**src/cms_pkg.sv**
```systemverilog
// Purpose: Shared constants and types for the control mode strap decode
// Assumes: Strap pins that can sit at mid-supply arrive as a two-bit level code
// Notes:   Host registers are 32-bit words on APB
package cms_pkg;
	typedef enum logic [1:0] {
		CMS_LVL_LOW  = 2'h0,
		CMS_LVL_MID  = 2'h1,
		CMS_LVL_HIGH = 2'h2
	} cms_level_t;

	typedef enum logic [1:0] {
		CMS_MODE_HW       = 2'h0,
		CMS_MODE_SERIAL   = 2'h1,
		CMS_MODE_PARALLEL = 2'h3
	} cms_mode_t;

	// Bit 1 multiplexed bus, bit 0 Intel style
	typedef enum logic [1:0] {
		CMS_PV_SEP_MOT   = 2'h0,
		CMS_PV_SEP_INTEL = 2'h1,
		CMS_PV_MUX_MOT   = 2'h2,
		CMS_PV_MUX_INTEL = 2'h3
	} cms_pvar_t;

	typedef enum logic [1:0] {
		CMS_JIT_TX  = 2'h0,
		CMS_JIT_OFF = 2'h1,
		CMS_JIT_RX  = 2'h3
	} cms_jit_t;

	typedef enum logic [2:0] {
		CMS_H_IDLE  = 3'h0,
		CMS_H_CSLOW = 3'h1,
		CMS_H_SHIFT = 3'h3,
		CMS_H_HOLD  = 3'h2,
		CMS_H_GAP   = 3'h6
	} cms_hstate_t;

	localparam int        CMS_WORD_BITS     = 16;
	localparam int        CMS_SCLK_HALF_CYC = 8;
	localparam int        CMS_CS_GAP_CYC    = 8;
	localparam logic [7:0] CMS_OFS_CTRL     = 8'h00;
	localparam logic [7:0] CMS_OFS_TXDATA   = 8'h04;
	localparam logic [7:0] CMS_OFS_STATUS   = 8'h08;
	localparam int        CMS_CTRL_TOP_LSB  = 0;
	localparam int        CMS_CTRL_MUX_BIT  = 2;
	localparam int        CMS_CTRL_INTEL_BIT = 3;
	localparam int        CMS_CTRL_AMI_BIT  = 4;
	localparam int        CMS_CTRL_JIT_LSB  = 5;
	localparam int        CMS_CTRL_W        = 7;
	localparam logic [6:0] CMS_CTRL_RST     = 7'h21;
	localparam int        CMS_STAT_BUSY_BIT = 0;
	localparam int        CMS_STAT_INT_BIT  = 1;
	localparam int        CMS_STAT_RX_LSB   = 16;
endpackage

```
**src/cms_link_if.sv**
```systemverilog
// Purpose: Strap and host pins between the line interface and its host
// Assumes: Tri-level pins carried as cms_level_t codes
// Notes:   Serial data out floats high when the device does not drive it
`timescale 1ns/1ps
interface cms_link_if;
	import cms_pkg::*;
	logic [1:0] ctrlSelTop;
	logic       busMuxSel;
	logic       hostStyleSel;
	logic       lineCodeSel;
	logic [1:0] csJitterSel;
	logic       sclk;
	logic       serialHostIn;
	logic       serialHostOut;
	logic       serialHostOutEn;
	logic       serialHostWire;
	logic       intN;

	// Pull-up when the device releases the line
	assign serialHostWire = serialHostOutEn ? serialHostOut : 1'b1;

	modport device (
		input  ctrlSelTop,
		input  busMuxSel,
		input  hostStyleSel,
		input  lineCodeSel,
		input  csJitterSel,
		input  sclk,
		input  serialHostIn,
		output serialHostOut,
		output serialHostOutEn,
		output intN
	);
	modport host (
		output ctrlSelTop,
		output busMuxSel,
		output hostStyleSel,
		output lineCodeSel,
		output csJitterSel,
		output sclk,
		output serialHostIn,
		input  serialHostWire,
		input  intN
	);
endinterface

```
**src/cms_device_end.sv**
```systemverilog
// Purpose: Control mode decode and chip-select gated serial port of the device
// Assumes: All pins come from outside and pass two flip-flops first
// Notes:   Parallel bus cycles and line coding themselves live elsewhere
//
// Overview of operation
// - Top select low gives hardware strap mode
// - Two selects pick the parallel bus variant
// - Mux select low separate, high multiplexed
// - Board grounds mux select outside parallel
// - Style select low Motorola, high Intel
// - Hardware mode: code low B8ZS/HDB3, high AMI
// - Board grounds line code in serial
// - Serial uses cs, clock, in, out, interrupt
// - Chip select low enables; high ignores activity
// - Fresh chip select fall per access
// - Chip select held low until access ends
// - Hardware mode: jitter tx, bypass, rx
`timescale 1ns/1ps
module cms_device_end #(
	parameter int WORD_BITS = cms_pkg::CMS_WORD_BITS
) (
	// Clock and reset
	input  wire logic                 sys_clk,
	input  wire logic                 rstn,
	// Pins toward the host
	cms_link_if.device                link,
	// Decoded configuration
	output cms_pkg::cms_mode_t        ctrlMode,
	output cms_pkg::cms_pvar_t        parallelVariant,
	output logic                      busMuxed,
	output logic                      hostIntel,
	output logic                      lineCodeAmi,
	output cms_pkg::cms_jit_t         jitterPath,
	// Host access events
	input  wire logic                 irqReq,
	output logic                      hostEnable,
	output logic                      accessStart,
	output logic                      rxValid,
	output logic [WORD_BITS-1:0]      rxWord,
	output logic                      frameError
);
	import cms_pkg::*;

	localparam int PIN_W = 9;
	localparam int CNT_W = $clog2(WORD_BITS + 1);

	logic [PIN_W-1:0]     pinRaw;
	logic [PIN_W-1:0]     pinMeta_r;
	logic [PIN_W-1:0]     pinSync_r;
	logic                 sclkPrev_r;
	logic                 csLowPrev_r;
	logic [CNT_W-1:0]     bitCnt_r;
	logic [WORD_BITS-1:0] rxShift_r;
	logic [WORD_BITS-1:0] txShift_r;
	cms_mode_t            ctrlMode_r;
	cms_pvar_t            pvar_r;
	cms_jit_t             jitter_r;
	logic                 busMuxed_r;
	logic                 hostIntel_r;
	logic                 lineCodeAmi_r;
	logic                 hostEnable_r;
	logic                 accessStart_r;
	logic                 rxValid_r;
	logic [WORD_BITS-1:0] rxWord_r;
	logic                 frameError_r;
	logic                 dataOut_r;
	logic                 dataOutEn_r;
	logic                 intN_r;

	assign pinRaw = {link.ctrlSelTop, link.busMuxSel, link.hostStyleSel,
		link.lineCodeSel, link.csJitterSel, link.sclk, link.serialHostIn};

	// Synchronised pin fields
	wire [1:0] topLvl    = pinSync_r[8:7];
	wire       muxPin    = pinSync_r[6];
	wire       stylePin  = pinSync_r[5];
	wire       codePin   = pinSync_r[4];
	wire [1:0] csJitLvl  = pinSync_r[3:2];
	wire       sclkS     = pinSync_r[1];
	wire       dataInS   = pinSync_r[0];

	// Mode decode
	wire cms_mode_t modeNxt = (topLvl == CMS_LVL_LOW)  ? CMS_MODE_HW :
		(topLvl == CMS_LVL_HIGH) ? CMS_MODE_PARALLEL : CMS_MODE_SERIAL;
	wire hwMode     = (modeNxt == CMS_MODE_HW);
	wire serialMode = (modeNxt == CMS_MODE_SERIAL);
	wire parMode    = (modeNxt == CMS_MODE_PARALLEL);
	wire hostMode   = ~hwMode;

	// Parallel variant from the two low selects
	wire       busMuxedNxt  = parMode & muxPin;
	wire       hostIntelNxt = parMode & stylePin;
	wire cms_pvar_t pvarNxt = cms_pvar_t'({busMuxedNxt, hostIntelNxt});

	// Strap-only selections
	wire lineCodeAmiNxt = hwMode & codePin;
	wire cms_jit_t jitterNxt = !hwMode ? CMS_JIT_OFF :
		(csJitLvl == CMS_LVL_LOW)  ? CMS_JIT_TX :
		(csJitLvl == CMS_LVL_HIGH) ? CMS_JIT_RX : CMS_JIT_OFF;

	// Chip select shares its pin with the jitter select
	wire csLow     = hostMode & (csJitLvl == CMS_LVL_LOW);
	wire csFall    = csLow & ~csLowPrev_r;
	wire csRise    = ~csLow & csLowPrev_r;
	wire serActive = serialMode & csLow;
	wire sclkRise  = sclkS & ~sclkPrev_r;
	wire sclkFall  = ~sclkS & sclkPrev_r;
	wire bitsFull  = (bitCnt_r == CNT_W'(WORD_BITS));
	wire takeBit   = serActive & sclkRise & ~bitsFull;
	wire shiftOut  = serActive & sclkFall;

	always_ff @(posedge sys_clk or negedge rstn) begin
		if (!rstn) begin
			pinMeta_r <= '0;
			pinSync_r <= '0;
		end else begin
			pinMeta_r <= pinRaw;
			pinSync_r <= pinMeta_r;
		end
	end

	always_ff @(posedge sys_clk or negedge rstn) begin
		if (!rstn) begin
			ctrlMode_r    <= CMS_MODE_HW;
			pvar_r        <= CMS_PV_SEP_MOT;
			busMuxed_r    <= 1'b0;
			hostIntel_r   <= 1'b0;
			lineCodeAmi_r <= 1'b0;
			jitter_r      <= CMS_JIT_OFF;
		end else begin
			ctrlMode_r    <= modeNxt;
			pvar_r        <= pvarNxt;
			busMuxed_r    <= busMuxedNxt;
			hostIntel_r   <= hostIntelNxt;
			lineCodeAmi_r <= lineCodeAmiNxt;
			jitter_r      <= jitterNxt;
		end
	end

	always_ff @(posedge sys_clk or negedge rstn) begin
		if (!rstn) begin
			sclkPrev_r    <= 1'b0;
			csLowPrev_r   <= 1'b0;
			hostEnable_r  <= 1'b0;
			accessStart_r <= 1'b0;
		end else begin
			sclkPrev_r    <= sclkS;
			csLowPrev_r   <= csLow;
			hostEnable_r  <= csLow;
			accessStart_r <= csFall;
		end
	end

	// Receive shifter, counted per access
	always_ff @(posedge sys_clk or negedge rstn) begin
		if (!rstn) begin
			bitCnt_r  <= '0;
			rxShift_r <= '0;
		end else if (csFall) begin
			bitCnt_r  <= '0;
		end else if (takeBit) begin
			rxShift_r <= {rxShift_r[WORD_BITS-2:0], dataInS};
			bitCnt_r  <= bitCnt_r + CNT_W'(1);
		end
	end

	// Word completes only when chip select returns high
	always_ff @(posedge sys_clk or negedge rstn) begin
		if (!rstn) begin
			rxValid_r    <= 1'b0;
			rxWord_r     <= '0;
			frameError_r <= 1'b0;
		end else begin
			rxValid_r    <= csRise & bitsFull;
			frameError_r <= csRise & ~bitsFull;
			if (csRise && bitsFull) begin
				rxWord_r <= rxShift_r;
			end
		end
	end

	// Echo of the last word, MSB first, shifted on falling serial clock
	always_ff @(posedge sys_clk or negedge rstn) begin
		if (!rstn) begin
			txShift_r   <= '0;
			dataOut_r   <= 1'b1;
			dataOutEn_r <= 1'b0;
			intN_r      <= 1'b1;
		end else begin
			if (csFall) begin
				txShift_r <= rxWord_r;
			end else if (shiftOut) begin
				txShift_r <= {txShift_r[WORD_BITS-2:0], 1'b0};
			end
			dataOut_r   <= txShift_r[WORD_BITS-1];
			dataOutEn_r <= serActive;
			intN_r      <= ~(irqReq & hostMode);
		end
	end

	assign ctrlMode             = ctrlMode_r;
	assign parallelVariant      = pvar_r;
	assign busMuxed             = busMuxed_r;
	assign hostIntel            = hostIntel_r;
	assign lineCodeAmi          = lineCodeAmi_r;
	assign jitterPath           = jitter_r;
	assign hostEnable           = hostEnable_r;
	assign accessStart          = accessStart_r;
	assign rxValid              = rxValid_r;
	assign rxWord               = rxWord_r;
	assign frameError           = frameError_r;
	assign link.serialHostOut   = dataOut_r;
	assign link.serialHostOutEn = dataOutEn_r;
	assign link.intN            = intN_r;
endmodule

```
**src/flat_wrapper.sv**
```systemverilog
// flat-port wrapper written by rule: the top's interface ports become plain ports
module cms_device_end_flat import cms_pkg::*;
#(
	parameter int WORD_BITS = cms_pkg::CMS_WORD_BITS
)
  (sys_clk, rstn, ctrlMode, parallelVariant, busMuxed, hostIntel, lineCodeAmi, jitterPath, irqReq, hostEnable, accessStart, rxValid, rxWord, frameError, link_ctrlSelTop, link_busMuxSel, link_hostStyleSel, link_lineCodeSel, link_csJitterSel, link_sclk, link_serialHostIn, link_serialHostOut, link_serialHostOutEn, link_intN);
  cms_link_if link_i ();
  input  wire logic sys_clk;
  input  wire logic rstn;
  output cms_pkg::cms_mode_t ctrlMode;
  output cms_pkg::cms_pvar_t parallelVariant;
  output logic busMuxed;
  output logic hostIntel;
  output logic lineCodeAmi;
  output cms_pkg::cms_jit_t jitterPath;
  input  wire logic irqReq;
  output logic hostEnable;
  output logic accessStart;
  output logic rxValid;
  output logic [WORD_BITS-1:0] rxWord;
  output logic frameError;
  input wire logic [$bits(link_i.ctrlSelTop)-1:0] link_ctrlSelTop;
  input wire logic [$bits(link_i.busMuxSel)-1:0] link_busMuxSel;
  input wire logic [$bits(link_i.hostStyleSel)-1:0] link_hostStyleSel;
  input wire logic [$bits(link_i.lineCodeSel)-1:0] link_lineCodeSel;
  input wire logic [$bits(link_i.csJitterSel)-1:0] link_csJitterSel;
  input wire logic [$bits(link_i.sclk)-1:0] link_sclk;
  input wire logic [$bits(link_i.serialHostIn)-1:0] link_serialHostIn;
  output wire logic [$bits(link_i.serialHostOut)-1:0] link_serialHostOut;
  output wire logic [$bits(link_i.serialHostOutEn)-1:0] link_serialHostOutEn;
  output wire logic [$bits(link_i.intN)-1:0] link_intN;
  assign link_i.ctrlSelTop = link_ctrlSelTop;
  assign link_i.busMuxSel = link_busMuxSel;
  assign link_i.hostStyleSel = link_hostStyleSel;
  assign link_i.lineCodeSel = link_lineCodeSel;
  assign link_i.csJitterSel = link_csJitterSel;
  assign link_i.sclk = link_sclk;
  assign link_i.serialHostIn = link_serialHostIn;
  assign link_serialHostOut = link_i.serialHostOut;
  assign link_serialHostOutEn = link_i.serialHostOutEn;
  assign link_intN = link_i.intN;
  cms_device_end #(.WORD_BITS(WORD_BITS)) u_core (.sys_clk(sys_clk), .rstn(rstn), .link(link_i), .ctrlMode(ctrlMode), .parallelVariant(parallelVariant), .busMuxed(busMuxed), .hostIntel(hostIntel), .lineCodeAmi(lineCodeAmi), .jitterPath(jitterPath), .irqReq(irqReq), .hostEnable(hostEnable), .accessStart(accessStart), .rxValid(rxValid), .rxWord(rxWord), .frameError(frameError));
endmodule
```
**config.mk**
```make
export PLATFORM = sky130hd
export DESIGN_NAME = cms_device_end_flat
export DESIGN_NICKNAME = d
export VERILOG_FILES = /design/src/cms_pkg.sv /design/src/cms_link_if.sv /design/src/cms_device_end.sv /design/src/flat_wrapper.sv
export SDC_FILE = /design/constraint.sdc
export NUM_CORES = 1
export LEC_CHECK = 0
export BUFFER_PORTS_ARGS = -buffer_cell sky130_fd_sc_hd__buf_2
export CORE_AREA = 2 2 109 111
export CTS_CLUSTER_DIAMETER = 40
export DETAILED_ROUTE_END_ITERATION = 10
export DIE_AREA = 0 0 111 113
export PLACE_DENSITY = 0.5
export SYNTH_ARGS = -nofsm -noshare
export SYNTH_HDL_FRONTEND = slang
export SYNTH_SLANG_ARGS = --single-unit
```
**constraint.sdc**
```tcl
create_clock -name sys_clk -period 2.6 [get_ports sys_clk]
set_clock_uncertainty 0.2 [all_clocks]
set_input_delay 0.52 -clock sys_clk [delete_from_list [all_inputs] [get_ports sys_clk]]
set_output_delay 0.52 -clock sys_clk [all_outputs]
set_load 0.01 [all_outputs]
```
Word level (Yosys, flattened, before mapping). Index checks and enable logic that the tools add are counted.

Register bits: 88. Output and inout port bits: 32.

$add $sub $neg: 1. Equal/unequal tests: 5. Mux-type cells: 9. Bitwise gates (word level): 23. Reduce and logical (&&, ||, !) cells: 7.

Operators by type and width (number): 2-to-1 mux 16 bit (2); bitwise AND 1 bit (15); 2-to-1 mux 2 bit (5); 2-to-1 mux 5 bit (2); NOT 1 bit (8); == test 2 bit, second input constant (3); zero test 2 bit (3); adder 5 x 1 -> 5 bit, second input constant (1); == test 5 bit, second input constant (1); nonzero test 2 bit (2); == test 2 x 1 -> 1 bit, second input constant (1); AND reduction 2 bit (1); logical AND 1 bit (1).

Depth between registers and ports, before layout.
Depth in word-level cells: 11. Gate-level depth with buffers: 7.

Least setup slack after synthesis. No wires, ideal clock.

Kind: register to register. Start point: register u_core.pinSync_r[3]. End point: register u_core.rxWord_r[10] (netlist: u_core.rxWord[10]). Setup time: 0.125 ns. Arrival time: 1.582 ns. Required time: 2.275 ns. Slack: 0.693 ns. Cell stages (with the launch flop): 6. Buffers on the path: 2. Clock period less this slack: 1.907 ns. Cell sequence: dfrtp_1 or2_1 clkbuf_1 o211ai_2 buf_4 mux2_2.

Cells in the longest elaborated chain, start to end: 5.

RTL lines: from (decl) (RTL line cms_device_end.sv:49) `logic [PIN_W-1:0] pinSync_r;`; from (signal assigned) (RTL line cms_device_end.sv:118) `pinSync_r <= pinMeta_r;`; zero test 2 bit (RTL line cms_device_end.sv:102) `wire csLow = hostMode & (csJitLvl == CMS_LVL_LOW);`; bitwise AND 1 bit (RTL line cms_device_end.sv:102); NOT 1 bit (RTL line cms_device_end.sv:104) `wire csRise = ~csLow & csLowPrev_r;`; bitwise AND 1 bit (RTL line cms_device_end.sv:104); logical AND 1 bit (RTL line cms_device_end.sv:176) `if (csRise && bitsFull) begin`; to (signal assigned) (RTL line cms_device_end.sv:177) `rxWord_r <= rxShift_r;`; to (decl) (RTL line cms_device_end.sv:64) `logic [WORD_BITS-1:0] rxWord_r;`.

No other way between the ends. A chain may end at the register's enable or synchronous reset.

Final worst setup path.
Start point: register u_core.pinSync_r[7]. End point: register u_core.rxShift_r[10].

Cells in the longest elaborated chain, start to end: 10. Elaborated cells on any way between the ends: 14. Classes of those cells: eq/ne: 2; mux: 2; bitwise: 7; reduce/logical: 3.

RTL lines: == test 2 bit (RTL line cms_device_end.sv:84) `(topLvl == CMS_LVL_HIGH) ? CMS_MODE_PARALLEL : CMS_MODE_SERIAL;`; 2-to-1 mux 2 bit (RTL line cms_device_end.sv:84); 2-to-1 mux 2 bit * (RTL line cms_device_end.sv:83) `wire cms_mode_t modeNxt = (topLvl == CMS_LVL_LOW) ? CMS_MODE_HW :`; zero test 2 bit (RTL line cms_device_end.sv:85) `wire hwMode = (modeNxt == CMS_MODE_HW);`; NOT 1 bit (RTL line cms_device_end.sv:88) `wire hostMode = ~hwMode;`; bitwise AND 1 bit (RTL line cms_device_end.sv:102); bitwise AND 1 bit (RTL line cms_device_end.sv:105) `wire serActive = serialMode & csLow;`; bitwise AND 1 bit (2 in a row) (RTL line cms_device_end.sv:109) `wire takeBit = serActive & sclkRise & ~bitsFull;`; AND reduction 2 bit (no source line) *; to (signal assigned) (RTL line cms_device_end.sv:162) `rxShift_r <= {rxShift_r[WORD_BITS-2:0], dataInS};`; to (decl) (RTL line cms_device_end.sv:53) `logic [WORD_BITS-1:0] rxShift_r;`.

Every way passes the cells marked *; elsewhere a longest branch is shown, timed or not.

==> summary.txt <==
Die
  • Placeable Area: 11,270 um^2
  • FP Rows: 39
  • Die area: 12,540 um^2
  • Top-Level Pins: 44
  • Initial core utilization: 0.3034
  • Die H: 113 um
  • Die Width: 111 um

Clock network
  • Clock Sinks: 86
  • CTS Buffer Depth: 2
  • Clock latency on the worst-skew pair: 0.34 ns
  • Worst-path clk slew: 0.07 ns
  • Setup bufs post-CTS: 0
  • Root buf cell: clkbuf_16
  • CTS tree: yes
  • Num CTS Buffers: 9
  • H-tree depth: 3

Critical path
  • Worst r2r path cells: 4
  • Required time of the critical path: 2.61 ns
  • WP data arrival: 2.11 ns
  • Setup crit end kind: flop
  • Crit path max fanout: 20
  • Setup CP Type: reg -> reg
  • Worst setup SP type: flop

Place
  • Pre-CTS WS: 0.4590 ns
  • Port bufs: 43
  • Detailed Place HPWL: 4389 um
  • RD Place Congestion: 0.7472

Global route
  • First-pass GRT wire length: 11,780 um
  • Gr usage total: 0.1205
  • Vias in the first global route: 2,262
  • Largest net degree at the start of global routing: 55
  • Total gr overflow: 0
  • Initial antenna violation count: 0

Synthesis
  • Synth area leaders: dfrtp_1 61%, mux2_2 7.2%, mux2_4 4.4%
  • Syn Area/Cell: 13.68 um^2
  • Synth Warn #: 0
  • Post-synth top area share: 0.6074
  • Synth Net Count: 264
  • FF+latch count, synth: 86
  • Cells after Synth: 250
  • Netlist cell types: 34
  • Post-Synthesis Cell Area: 3420 um^2
  • Yosys top cell by area: dfrtp_1
  • Sequential share of the synthesized area: 0.6304

Pwr
  • PwrDens: 729.9 nW/um^2
  • Leak Pwr: 1.953 nW
  • Peak supply drop: 0.2655 mV

Route
  • Drt via density: 4.911
  • Vias: 2,156
  • Wirelength, routed: 6829 um
  • # DRC: 0
  • Initial DRC count: 92
  • Wirelength per Cell: 15.56 um
  • DRT antenna net count: 0
  • First-pass iteration count of the detailed router: 4

Timing
  • Final worst-path cycle share: 0.8059
  • Final Max Tran Viols: 0
  • F_max: 477.2 MHz
  • Final min period: 2.095 ns
  • RSZ-0062 raised after global routing: no
  • Worst-Margin Slew: 0.6517 ns
  • Final worst setup slack: 0.5046 ns
  • Final setup fails: 0
  • Max-Slew Margin vs Limit: 0.5655
  • Setup TNS: 0 ns
  • Final count of hold timing violations: 0

Hold path
  • Hold path depth: 1
  • Worst min-delay path class: in -> reg

Finish
  • Share of cells above drive strength 1: 0.3514
  • NumNets Final: 306
  • Layout area overhead: 20.23%
  • Ant. Diodes: 0

Outcome
  • Status: finished, final reports clean

Job
  • Max-cap violations: 0
## repair_timing
action,4_1_cts,5_1_grt
hold buffers,1,0
gates resized for setup,0,0
setup endpoints to repair,0,0
endpoints found under the hold margin,29,0
## stage by stage
stage          area [um^2]  instances  power, mW    util  hold slack [ns]
6_report              4111        439      3.001  0.3647          0.08386
3_3_place_gp          3786        423      1.658  0.3359           0.1326
2_1_floorplan         3420        250      1.578       -          0.02441
4_1_cts               4111        439      3.047  0.3647          0.07134
5_1_grt               4111        439      3.120  0.3647          0.07706
3_5_place_dp          3786        423      1.663  0.3359           0.1358
## cells by family after synthesis
logic type | count (synthesis) | share of synthesized area
buffers and inverters | 29 | 0.04391
and+or+nand+nor | 57 | 0.1226
AOI/OAI and AO/OA | 42 | 0.07355
muxes | 34 | 0.1222
adders and majority gates | 2 | 0.007317
DFF | 86 | 0.6304
## critical path: stages (launching register included)
cell	delay, ns
dfrtp_1	0.40
or3b_1	0.43
clkinv_4	0.17
nand4_4	0.35
mux2_4	0.41
## worst paths after layout
check                      slack [ns]                    to                 from
max                              0.50  u_core.rxShift_r[10]  u_core.pinSync_r[7]
min                              0.08   u_core.pinMeta_r[1]            link_sclk
max reg2reg                      0.50  u_core.rxShift_r[10]  u_core.pinSync_r[7]
min reg2reg                      0.15   u_core.pinSync_r[6]  u_core.pinMeta_r[6]
max in group asynchronous        1.11  u_core.rxShift_r[11]                 rstn
min in group asynchronous        0.46   u_core.pinSync_r[3]                 rstn
## layout make-up
type                            instances  area [um^2]
Fill cell                            1070         7161
Sequential cell                        86         2156
Multi-Input combinational cell        135         1114
Timing Repair Buffer                   52        312.8
Clock buffer                           11        242.7
Tap cell                              143        178.9
Clock inverter                          4        72.57
Inverter                                8        35.03
## placed cells by master, fill, tap and decap left out, types with 4 or more instances in the layout
cell type / synthesis / layout
mux2_4: 10 / 10
o21ai_0: 16 / 16
buf_2: 2 / 42
dfrtp_1: 83 / 83
nand4b_1: 16 / 16
clkbuf_16: 0 / 9
inv_1: 7 / 7
a21oi_1: 4 / 4
o31ai_1: 6 / 6
nor4_1: 15 / 15
mux2_2: 22 / 22
buf_4: 5 / 7
a31oi_1: 15 / 15
## cells in the mapped netlist, drive strengths merged
| cell type | number |
|---|---|
| nand4 | 4 |
| clkbuf | 12 |
| nand2b | 2 |
| and4bb | 1 |
| mux2i | 2 |
| nor2 | 2 |
| o21ai | 16 |
| nor4 | 15 |
| o211ai | 1 |
| inv | 7 |
| ha | 2 |
| dfstp | 3 |
| nor2b | 1 |
| nand4b | 16 |
| or4 | 2 |
| or3 | 2 |
| and2 | 3 |
| nand2 | 3 |
| and2b | 1 |
| or2 | 1 |
| nor3b | 2 |
| dfrtp | 83 |
| or3b | 1 |
| o31ai | 6 |
| buf | 9 |
| a21oi | 4 |
| clkinv | 1 |
| mux2 | 32 |
| nand4bb | 1 |
| a31oi | 15 |
## registers in the layout (all words and copies together) (netlist names), 2 cells and up
name               flops
u_core.pinSync_r       9
u_core.jitterPath      2
u_core.rxWord         16
u_core.txShift_r      16
u_core.ctrlMode        2
u_core.rxShift_r      16
u_core.bitCnt_r        5
u_core.pinMeta_r       9
## per-layer routing
layer  up-vias  share of wire  global-route usage  routed length, um
li1       1007              -                   -                  -
met1      1113           0.48              0.1555               3269
met2        24           0.48              0.1890               3272
met3        12          0.018             0.02571                125
met4         0          0.024             0.07000                162
met5         -              0                   0                  0
## power breakdown
part | switching, mW | internal, mW | total (mW)
logic | 0.114 | 0.0693 | 0.183
registers | 0.0355 | 1.42 | 1.45
clock network | 0.505 | 0.861 | 1.37
total | 0.655 | 2.35 | 3.00
No activity file was read; power rests on OpenSTA's default activity.
